--- src/common/adcc_defs.svh ---
`ifndef ADCC_DEFS_SVH
`define ADCC_DEFS_SVH

// register offsets
`define ADCC_OFF_STATUS   2'h0
`define ADCC_OFF_HIGH     2'h1
`define ADCC_OFF_LOW      2'h2
`define ADCC_OFF_CLOCK    2'h3

// status_control_reg fields
`define ADCC_SC_DONE_BIT  7
`define ADCC_SC_IE_BIT    6
`define ADCC_SC_CONT_BIT  5
`define ADCC_SC_CHAN_MSB  4
`define ADCC_SC_CHAN_LSB  0

// clock_config_reg fields
`define ADCC_CK_PRESC_MSB 7
`define ADCC_CK_PRESC_LSB 5
`define ADCC_CK_MODE_MSB  3
`define ADCC_CK_MODE_LSB  2

// channel codes
`define ADCC_CHAN_REF_HI  5'h1d
`define ADCC_CHAN_REF_LO  5'h1e
`define ADCC_CHAN_OFF     5'h1f

// reset values
`define ADCC_CHAN_RESET   5'h1f
`define ADCC_PRESC_RESET  3'h0
`define ADCC_MODE_RESET   2'h1

// timing in converter clock ticks
`define ADCC_CONV_TICKS   16
`define ADCC_CONV_LAST    4'hf
`define ADCC_SAMPLE_TICKS 4'h4
`endif

--- src/common/adcc_pkg.sv ---
package adcc_pkg;

  typedef enum logic [1:0] {
    ADCC_ST_IDLE    = 2'b00,
    ADCC_ST_CONVERT = 2'b01,
    ADCC_ST_STOPPED = 2'b10
  } adcc_state_e;

  typedef enum logic [1:0] {
    ADCC_MODE_TRUNC  = 2'b00,
    ADCC_MODE_RIGHT  = 2'b01,
    ADCC_MODE_LEFT   = 2'b10,
    ADCC_MODE_SIGNED = 2'b11
  } adcc_mode_e;

  typedef struct packed {
    logic [3:0] cnt;
  } adcc_presc_s;

  typedef struct packed {
    adcc_state_e state;
    logic [3:0]  tick_cnt;
    logic        pend;
    logic        conv_done;
    logic        irq_en;
    logic        cont;
    logic [4:0]  chan;
    logic [2:0]  presc;
    adcc_mode_e  mode;
    logic [7:0]  res_high;
    logic [7:0]  res_low;
    logic        lock;
    logic        irq;
    logic [9:0]  sync1;
    logic [9:0]  sync2;
    logic [7:0]  rd_data;
    logic        power_en;
    logic        sample_hold;
    logic [4:0]  mux_sel;
  } adcc_top_s;

endpackage

--- src/logic/adcc_top.sv ---
// The strobed register port and the placing of the registers were decided locally.
`timescale 1ns/1ns
`include "adcc_defs.svh"
module adcc_top
  import adcc_pkg::*;
(
  input  wire logic       sys_clk,
  input  wire logic       srst,
  input  wire logic       ce,
  input  wire logic [1:0] addr,
  input  wire logic [7:0] wr_data,
  input  wire logic       wr_strobe,
  input  wire logic       rd_strobe,
  output logic      [7:0] rd_data,
  input  wire logic       stop_mode,
  input  wire logic [9:0] sar_result,
  output logic            irq_req,
  output logic            conv_power_en,
  output logic            sample_hold,
  output logic      [4:0] mux_select
);

  localparam adcc_top_s RESET_ST = '{
    state:    ADCC_ST_IDLE,
    chan:     `ADCC_CHAN_RESET,
    presc:    `ADCC_PRESC_RESET,
    mode:     adcc_mode_e'(`ADCC_MODE_RESET),
    mux_sel:  `ADCC_CHAN_RESET,
    default:  '0
  };

  adcc_top_s  st;
  adcc_top_s  next_st;
  logic       tick;
  logic [7:0] fmt_high;
  logic [7:0] fmt_low;
  logic       wr_sc;
  logic       wr_ck;
  logic       rd_high;
  logic       rd_low;
  logic       rd_res;
  logic       conv_end;
  logic       locked_now;
  adcc_mode_e wr_mode;

  // interlock applies only to the three ten-bit formats
  function automatic logic adcc_interlocked(input adcc_mode_e m);
    return m != ADCC_MODE_TRUNC;
  endfunction

  adcc_prescaler u_presc (
    .sys_clk (sys_clk),
    .srst    (srst),
    .ce      (ce),
    .run     (st.state == ADCC_ST_CONVERT && !wr_sc),
    .code    (st.presc),
    .tick    (tick)
  );

  adcc_formatter u_fmt (
    .result (st.sync2),
    .mode   (st.mode),
    .high   (fmt_high),
    .low    (fmt_low)
  );

  assign wr_sc   = ce && wr_strobe && addr == `ADCC_OFF_STATUS;
  assign wr_ck   = ce && wr_strobe && addr == `ADCC_OFF_CLOCK;
  assign rd_high = ce && rd_strobe && addr == `ADCC_OFF_HIGH;
  assign rd_low  = ce && rd_strobe && addr == `ADCC_OFF_LOW;
  assign rd_res  = rd_high || rd_low;
  assign wr_mode = adcc_mode_e'(wr_data[`ADCC_CK_MODE_MSB:`ADCC_CK_MODE_LSB]);

  // sixteenth converter tick ends the conversion
  assign conv_end = st.state == ADCC_ST_CONVERT && tick
                    && st.tick_cnt == `ADCC_CONV_LAST && !stop_mode && !wr_sc;

  // a high read in the same cycle as the end already counts as locked
  assign locked_now = adcc_interlocked(st.mode) && (st.lock || rd_high);

  always_comb
  begin
    next_st = st;
    if (ce)
    begin
      // sar bits come from the analog side, two stages before use
      next_st.sync1   = sar_result;
      next_st.sync2   = st.sync1;
      next_st.rd_data = 8'h00;

      if (rd_strobe)
      begin
        case (addr)
          // done reads zero while interrupt enabled
          `ADCC_OFF_STATUS: next_st.rd_data = {st.conv_done && !st.irq_en, st.irq_en,
                                               st.cont, st.chan};
          `ADCC_OFF_HIGH:   next_st.rd_data = st.res_high;
          `ADCC_OFF_LOW:    next_st.rd_data = st.res_low;
          `ADCC_OFF_CLOCK:  next_st.rd_data = {st.presc, 1'b0, st.mode, 2'b00};
          default:          next_st.rd_data = 8'h00;
        endcase
      end

      if (rd_res)
        next_st.conv_done = 1'b0;
      // read or status write drops interrupt
      if (rd_res || wr_sc)
        next_st.irq = 1'b0;

      // high read locks, low read releases
      if (rd_high && adcc_interlocked(st.mode))
        next_st.lock = 1'b1;
      if (rd_low)
        next_st.lock = 1'b0;

      if (wr_ck)
      begin
        next_st.presc = wr_data[`ADCC_CK_PRESC_MSB:`ADCC_CK_PRESC_LSB];
        next_st.mode  = wr_mode;
        if (!adcc_interlocked(wr_mode))
          next_st.lock = 1'b0;
      end

      if (wr_sc)
      begin
        // status field layout, done bit write ignored
        next_st.irq_en   = wr_data[`ADCC_SC_IE_BIT];
        next_st.cont     = wr_data[`ADCC_SC_CONT_BIT];
        next_st.chan     = wr_data[`ADCC_SC_CHAN_MSB:`ADCC_SC_CHAN_LSB];
        next_st.tick_cnt = 4'h0;
        if (wr_data[`ADCC_SC_IE_BIT])
          next_st.conv_done = 1'b0;
        if (wr_data[`ADCC_SC_CHAN_MSB:`ADCC_SC_CHAN_LSB] == `ADCC_CHAN_OFF)
          next_st.state = ADCC_ST_IDLE;
        // a status write outside stop mode with a channel code other than all-ones starts a conversion, except in the cycle leaving stop, where pend decides the state
        else
          next_st.state = ADCC_ST_CONVERT;
      end
      else if (conv_end)
      begin
        // results during an open read pair are dropped
        if (!locked_now)
        begin
          next_st.res_high = fmt_high;
          next_st.res_low  = fmt_low;
        end
        // interrupt path runs only outside stop mode, since conv_end is gated by !stop_mode
        // enabled interrupt keeps done flag clear
        if (st.irq_en)
          next_st.irq = 1'b1;
        // set wins over a same-cycle read
        else
          next_st.conv_done = 1'b1;
        next_st.tick_cnt = 4'h0;
        if (!st.cont)
          next_st.state = ADCC_ST_IDLE;
      end
      else if (st.state == ADCC_ST_CONVERT && tick)
        next_st.tick_cnt = st.tick_cnt + 4'h1;

      if (stop_mode)
      begin
        if (st.state != ADCC_ST_STOPPED)
          next_st.pend = (next_st.state == ADCC_ST_CONVERT);
        next_st.state = ADCC_ST_STOPPED;
      end
      else if (st.state == ADCC_ST_STOPPED)
      begin
        next_st.state    = st.pend ? ADCC_ST_CONVERT : ADCC_ST_IDLE;
        next_st.tick_cnt = 4'h0;
      end

      // channel code drives the analog mux
      next_st.mux_sel     = next_st.chan;
      // power off on all-ones code or in stop
      next_st.power_en    = next_st.state != ADCC_ST_STOPPED
                            && next_st.chan != `ADCC_CHAN_OFF;
      next_st.sample_hold = next_st.state == ADCC_ST_CONVERT
                            && next_st.tick_cnt < `ADCC_SAMPLE_TICKS;
    end
  end

  always_ff @(posedge sys_clk)
  begin
    if (srst)
      st <= RESET_ST;
    else
      st <= next_st;
  end

  assign rd_data       = st.rd_data;
  assign irq_req       = st.irq;
  assign conv_power_en = st.power_en;
  assign sample_hold   = st.sample_hold;
  assign mux_select    = st.mux_sel;
endmodule

--- src/logic/adcc_prescaler.sv ---
`timescale 1ns/1ns
`include "adcc_defs.svh"
module adcc_prescaler
  import adcc_pkg::*;
(
  input  wire logic       sys_clk,
  input  wire logic       srst,
  input  wire logic       ce,
  input  wire logic       run,
  input  wire logic [2:0] code,
  output logic            tick
);

  adcc_presc_s st;
  adcc_presc_s next_st;
  logic [3:0]  last;

  function automatic logic [3:0] adcc_div_last(input logic [2:0] c);
    logic [3:0] r;
    r = 4'hf;
    case (c)
      3'h0:    r = 4'h0;
      3'h1:    r = 4'h1;
      3'h2:    r = 4'h3;
      3'h3:    r = 4'h7;
      default: r = 4'hf;
    endcase
    return r;
  endfunction

  assign last = adcc_div_last(code);
  assign tick = run && ce && (st.cnt == last);

  always_comb
  begin
    next_st = st;
    if (ce)
    begin
      // counter held at zero while idle so each start sees a fresh phase
      if (!run || st.cnt == last)
        next_st.cnt = 4'h0;
      else
        next_st.cnt = st.cnt + 4'h1;
    end
  end

  always_ff @(posedge sys_clk)
  begin
    if (srst)
      st <= '0;
    else
      st <= next_st;
  end
endmodule

--- src/logic/adcc_formatter.sv ---
`timescale 1ns/1ns
module adcc_formatter
  import adcc_pkg::*;
(
  input  wire logic [9:0] result,
  input  wire adcc_mode_e mode,
  output logic [7:0]      high,
  output logic [7:0]      low
);

  always_comb
  begin
    high = 8'h00;
    low  = 8'h00;
    case (mode)
      ADCC_MODE_TRUNC:
      begin
        high = 8'h00;
        low  = result[9:2];
      end
      ADCC_MODE_RIGHT:
      begin
        high = {6'h00, result[9:8]};
        low  = result[7:0];
      end
      ADCC_MODE_LEFT:
      begin
        high = result[9:2];
        low  = {result[1:0], 6'h00};
      end
      default:
      begin
        high = {~result[9], result[8:2]};
        low  = {result[1:0], 6'h00};
      end
    endcase
  end

endmodule

--- config.mk ---
export PLATFORM = sky130hd
export DESIGN_NAME = adcc_top
export DESIGN_NICKNAME = d
export VERILOG_FILES = /design/src/common/adcc_pkg.sv /design/src/logic/adcc_top.sv /design/src/logic/adcc_prescaler.sv /design/src/logic/adcc_formatter.sv
export VERILOG_INCLUDE_DIRS = /design/src /design/src/common
export SDC_FILE = /design/constraint.sdc
export NUM_CORES = 1
export LEC_CHECK = 0
export BUFFER_PORTS_ARGS = -buffer_cell sky130_fd_sc_hd__buf_2
export CORE_UTILIZATION = 53
export CTS_CLUSTER_DIAMETER = 200
export DETAILED_ROUTE_END_ITERATION = 7
export GPL_TIMING_DRIVEN = 1
export PLACE_DENSITY = 0.82
export RECOVER_POWER = 50
export SYNTH_ARGS = -nofsm -noshare
export SYNTH_HDL_FRONTEND = slang
export SYNTH_HIERARCHICAL = 1
export SYNTH_SLANG_ARGS = --single-unit
export TNS_END_PERCENT = 20
--- constraint.sdc ---
create_clock -name sys_clk -period 2.2 [get_ports sys_clk]
set_input_delay 0.22 -clock sys_clk [delete_from_list [all_inputs] [get_ports sys_clk]]
set_output_delay 0.22 -clock sys_clk [all_outputs]
set_load 0.02 [all_outputs]
==> impl_metrics.yaml, run 1 <==
die:
  fp.coreArea_mm2: 0.00653
  design.portCount: 42
  core.rowCount: 29
  die_h_um: 85.3
  initial_core_util: 0.563
  fp.dieArea_mm2: 0.00727
  die_x_um: 85.3
clock_network:
  cts-root-buf: "clkbuf_8"
  cts_tree: "yes"
  hold_buffers: 0
  clock_latency_ns: 0.35
  clock_sinks: 72
  clk_pin_slew_ns: 0.08
  cts_buffer_depth: 2
  cts_max_level: 3
  cts_buffers: 9
drt:
  final_antenna_net_count: 0
  dr.pass1.iters: 4
  drt_drc_violations_left: 0
  num_vias: 3116
  drt-initial-drc-count: 194
  wire_per_inst_um: 15.8
  totalWireLength_um: 8440
  via_per_inst: 5.85
synth:
  synth-edff-count: 0
  synthSimpleGateAreaFrac: 0.236
  yosysWarnings: 6
  synth_adder_area_share: 0.00681
  synth.most_common_cell: "dfxtp_1"
  syn-num-nets: 444
  synth_cell_type_count: 63
  synth_top_family_by_area: "simple AND/OR/NAND/NOR gates"
  synth_seq_area_share: 0.392
  synth.area.top_cells: "dfxtp_1 (39%), mux2i_1 (9.8%), nor2_1 (5.2%)"
  netlist_area_mm2: 0.00367
  synthTopCellsByCount: "dfxtp_1 (72), nor2_1 (51), a21oi_1 (38), mux2i_1 (36), nand2_1 (26)"
  synth_largest_area_cell: "dfxtp_1"
  synth-xor-area-share: 0.00953
  synth-async-reset-ratio: 0
  synthCells: 416
  yosysTopAreaCellShare: 0.392
  synth-seq-cells: 72
  synth_mux_area_frac: 0.130
  syn_avg_cell_area_um2: 8.83
  synth-compound-area-share: 0.154
  synth-main-ff-cell: "dfxtp_1"
timing:
  fin_crit_ns: 2.21
  slew_headroom: 0.527
  finalMaxSlewViolations: 0
  worstMarginPinSlew_ns: 0.708
  post-route-period-util: 1.00
  setup_viol: 2
  layout_setup_ws_ns: -0.00821
  rsz0062_at_grt: "yes"
  skew_ns: 0.00879
  finalHoldViolCount: 0
  fmax_ghz: 0.453
power_and_ir_drop:
  p_int_uw: 2210
  ir_drop_uv: 523
  power.density_mw_per_mm2: 679
  leakagePower_uw: 0.00181
  p_sw_uw: 688
  clockPowerShare: 0.434
  swShare: 0.238
  sequentialPowerShare: 0.471
  comb_power_share: 0.095
  total_power_uw: 2890
grt:
  grt_overflow_total: 0
  grt_util_all_layers: 0.245
  antenna_found_initial: 0
  grt_pass1_wl_um: 14100
  grt_pass1_vias: 2946
  grt_max_degree: 37
cells_and_area:
  layout.nets: 479
  fin_util: 0.653
  finalNonFillerCells: 533
  drive_gt1_frac: 0.248
  area_delta_synth_final_pct: 16.0
  n_antenna_cell: 0
status:
  violations: "negative setup slack"
  outcome: "finished, violations left"
critical_path:
  critPathArrivalTime_ns: 2.44
  worst_setup_path_start_kind: "flip-flop"
  required_ns: 2.43
  critPathCaptureType: "flip-flop"
  path_buf_inv: 1
  cpPeakStageDelay_ns: 0.45
  path_cells: "and4bb_1 -> o211ai_2 -> a21oi_4 -> and2_4 -> nand3_2 -> or4_4 -> buf_12 -> o21ai_1 -> a21oi_1"
  crit_fanout: 17
  slowest_stage: "or4_4"
  cpLargestDelayFamily: "simple AND/OR/NAND/NOR gates"
  critical_path_class: "flip-flop to flip-flop"
hold_path:
  hp-class: "primary input to flip-flop"
place:
  dp.cells: 515
  dpl.hpwl_um: 5800
  port_buffers: 41
  gp_congestion: 0.844
job:
  maxCapViolCount: 0
routing by layer:
metal,GRT usage,vias to the layer above,share of wire
met5,0,-,0
met4,0.100,0,0.025
met3,0.0477,17,0.056
met2,0.400,97,0.47
met1,0.318,1463,0.45
li1,-,1539,-
repair_timing:
item,in CTS,in global routing
endpoints found under the hold margin,0,0
pin swaps,0,6
endpoints found under the setup margin,18,22
buffers inserted,0,2
resized for setup,6,32
placed cells by master (no fill, tap or decap), drive strengths merged, types with 3 or more instances in the layout:
cell	netlist	routed
a211oi	3	3
a21oi	39	39
and2	9	9
and3	3	3
buf	29	66
bufinv	0	3
clkbuf	13	9
dfxtp	72	72
inv	5	6
mux2i	36	36
mux4	5	5
nand2	26	26
nand2b	3	3
nand3	20	20
nand3b	7	7
nand4	3	3
nor2	51	51
nor2b	17	17
o211ai	4	4
o21ai	25	25
o2bb2ai	3	3
sequential cells by signal, summed over array words and instances (netlist names):
signal / flops
u_presc/st: 4
conv_power_en: 1
rd_data: 8
st: 52
sample_hold: 1
irq_req: 1
mux_select: 5
area by class of cell:
cell class                 instances  area [µm²]
clock inverter                     7         119
tap                               77        96.3
clock buffer                       9         124
timing repair buffer              66         422
sequential                        72        1450
inverter                           5        18.8
fill                             541        2270
multi-input combinational        297        2030
final timing paths:
path                        end  startpoint  slack [ns]  cells after the start
hold reg to reg          st[47]      st[47]        0.47                      2
hold / removal    mux_select[0]  wr_data[0]        0.09                      3
setup / recovery         st[50]      st[57]      -0.008                      9
setup reg to reg         st[50]      st[57]      -0.008                      9
kinds of logic after synthesis:
family	after synthesis
AND/OR/NAND/NOR	158
AO/OA/AOI/OAI	92
flip-flops	72
buffers and inverters	47
multiplexers	41
XOR/XNOR	4
adder cells (fa/ha/maj)	2
metrics by stage:
step | cell area, µm² | TNS (ns) | hold slack, ns | worst slack, ns
floorplan | 3680 | 0 | 0.344 | 0.0125
global placement | 3920 | 0 | 0.447 | 0.0411
detailed placement | 3920 | -0.698 | 0.455 | -0.0817
CTS | 4180 | -0.00794 | 0.0868 | -0.00404
global route | 4260 | -0.933 | 0.0984 | -0.0919
finish | 4260 | -0.00957 | 0.0947 | -0.00821
power by group through the flow:
stage	clock network (µW)	registers [µW]	logic, µW
after floorplan	0	1380	189
after global placement	0	1390	255
after detailed placement	0	1390	263
after CTS	1280	1360	265
after global routing	1350	1370	303
final	1260	1360	276
worst register-to-register path, delay by kind of cell (launching register included):
kind / cells / cell delay, ns
buffers and inverters: 1 / 0.17
AND/OR/NAND/NOR: 4 / 1.01
AO/OA/AOI/OAI: 4 / 0.54
flip-flops: 1 / 0.37
No activity file was read; power rests on OpenSTA's default activity.
==> run 2: changes to the inputs <==
--- a/config.mk
+++ b/config.mk
@@ -7,9 +7,13 @@
 export NUM_CORES = 1
 export LEC_CHECK = 0
 export BUFFER_PORTS_ARGS = -buffer_cell sky130_fd_sc_hd__buf_2
-export CORE_UTILIZATION = 53
+export CELL_PAD_IN_SITES_DETAIL_PLACEMENT = 0
+export CELL_PAD_IN_SITES_GLOBAL_PLACEMENT = 1
+export CORE_MARGIN = 8
+export CORE_UTILIZATION = 40
 export CTS_CLUSTER_DIAMETER = 200
 export DETAILED_ROUTE_END_ITERATION = 7
+export GPL_ROUTABILITY_DRIVEN = 0
 export GPL_TIMING_DRIVEN = 1
 export PLACE_DENSITY = 0.82
 export RECOVER_POWER = 50
==> run 2 against run 1 <==
Against the previous run: via count fell by 2.4%; sequential share of layout area rose by 0.45 points; register-to-register slack improved by 0.05 ns; largest cell class unchanged; wire length rose by 5.7%; hold slack improved by 0.010 ns; critical endpoint is now st[42]; the run now ends clean; clock-buffer cell count rose by 1; fmax rose by 2.1%; critical path depth did not move; largest power group unchanged.
==> impl_metrics.yaml, run 2 (synthesis gave the netlist of run 1 again) <==
clock_network:
  cts_tree: "yes"
  cts-root-buf: "clkbuf_8"
  hold_buffers: 0
  cts_max_level: 3
  clock_sinks: 72
  cts_buffer_depth: 2
  clock_latency_ns: 0.34
  clk_pin_slew_ns: 0.08
  cts_buffers: 9
cells_and_area:
  multiInputGateArea_mm2: 0.00200
  drive_gt1_frac: 0.216
  fin_util: 0.463
  layout_commonest_cell: "dfxtp_1"
  layout.nets: 478
  largest_reg_flops: 52
  n_antenna_cell: 0
  layout_common_cells: "dfxtp_1 (69), nor2_1 (51), buf_2 (40), a21oi_1 (38), mux2i_1 (36)"
  fillCellCount: 890
  area_delta_synth_final_pct: 14.2
  postLayoutCellArea_mm2: 0.00420
  regArea_mm2: 0.00145
  top_register: "st"
critical_path:
  worst_setup_path_start_kind: "flip-flop"
  slowest_stage: "or4_4"
  critical_path_class: "flip-flop to flip-flop"
  cpPeakStageDelay_ns: 0.44
  critPathCaptureType: "flip-flop"
  required_ns: 2.43
  crit_fanout: 17
  cpLargestDelayFamily: "simple AND/OR/NAND/NOR gates"
  critPathArrivalTime_ns: 2.39
  path_buf_inv: 1
  path_cells: "and4bb_1 -> o211ai_2 -> a21oi_4 -> and2_4 -> nand3_1 -> or4_4 -> buf_8 -> o21ai_0 -> a21oi_1"
die:
  design.portCount: 42
  fp.dieArea_mm2: 0.0125
  die_h_um: 112
  initial_core_util: 0.405
  die_x_um: 112
  fp.coreArea_mm2: 0.00906
  core.rowCount: 35
grt:
  grt_overflow_total: 0
  antenna_found_initial: 0
  grt_max_degree: 38
  grt_pass1_vias: 2955
  grt_util_all_layers: 0.147
  grt_pass1_wl_um: 15100
timing:
  slew_headroom: 0.432
  fin_crit_ns: 2.16
  rsz0062_at_grt: "yes"
  finalMaxSlewViolations: 0
  worstMarginPinSlew_ns: 0.852
  skew_ns: 0.00771
  post-route-period-util: 0.983
  setup_viol: 0
  fmax_ghz: 0.462
  worst_hold_slack_ns: 0.105
  finalHoldViolCount: 0
  layout_setup_ws_ns: 0.0375
job:
  maxCapViolCount: 0
drt:
  final_antenna_net_count: 0
  dr.pass1.iters: 4
  drt-initial-drc-count: 190
  wire_per_inst_um: 15.8
  totalWireLength_um: 8920
  via_per_inst: 5.38
  drt_drc_violations_left: 0
  num_vias: 3042
place:
  post-place-ws_ns: -0.0869
  port_buffers: 41
  dpl.hpwl_um: 6360
  place_area_mm2: 0.00398
hold_path:
  hp-class: "primary input to flip-flop"
power_and_ir_drop:
  total_power_uw: 2690
  power.density_mw_per_mm2: 640
  leakagePower_uw: 0.00177
  ir_drop_uv: 301
status:
  outcome: "finished, final reports clean"
==> run 2: area by class of cell <==
class / instances / share of cell area
clock inverter: 5 / 0.0134
clock buffer: 10 / 0.0328
timing repair buffer: 65 / 0.0957
sequential: 72 / 0.344
inverter: 5 / 0.00447
tap: 111 / 0.0331
multi-input combinational: 297 / 0.476
==> run 2: what timing repair did <==
item | CTS | global route
setup endpoints to repair | 17 | 17
gates resized for setup | 6 | 12
endpoints found under the hold margin | 0 | 0
pin swaps | 0 | 1
buffers inserted | 0 | 1
==> run 2: layer usage <==
metal  up-vias  wire [µm]  part of all wire  GRT usage
met5         -          0                 0          0
met4         0        161             0.018     0.0602
met3        12        363             0.041     0.0298
met2        72       4030              0.45      0.225
met1      1425       4360              0.49      0.197
li1       1533          -                 -          -
==> run 2: power breakdown <==
group | switching (µW) | internal [µW]
logic | 154 | 118
clock network | 502 | 549
registers | 30.0 | 1330
total | 686 | 2000
==> run 2: tightest hold or removal path, cell delays in order <==
cell,delay (ns)
buf_2,0.07
mux2i_1,0.05
nor2_1,0.07
==> run 2: final timing paths <==
check / slack, ns / to / startpoint / cells after the start
hold reg to reg: 0.47 / conv_power_en / conv_power_en / 2
setup reg to reg: 0.04 / st[42] / st[57] / 9
hold / removal: 0.10 / st[29] / sar_result[4] / 3
setup / recovery: 0.04 / st[42] / st[57] / 9
==> run 2: metrics by stage <==
step	TNS [ns]	cells
after global routing	-0.588	565
final	0	565
after CTS	0	564
after floorplan	0	416
after detailed placement	-1.07	549
after global placement	0	549
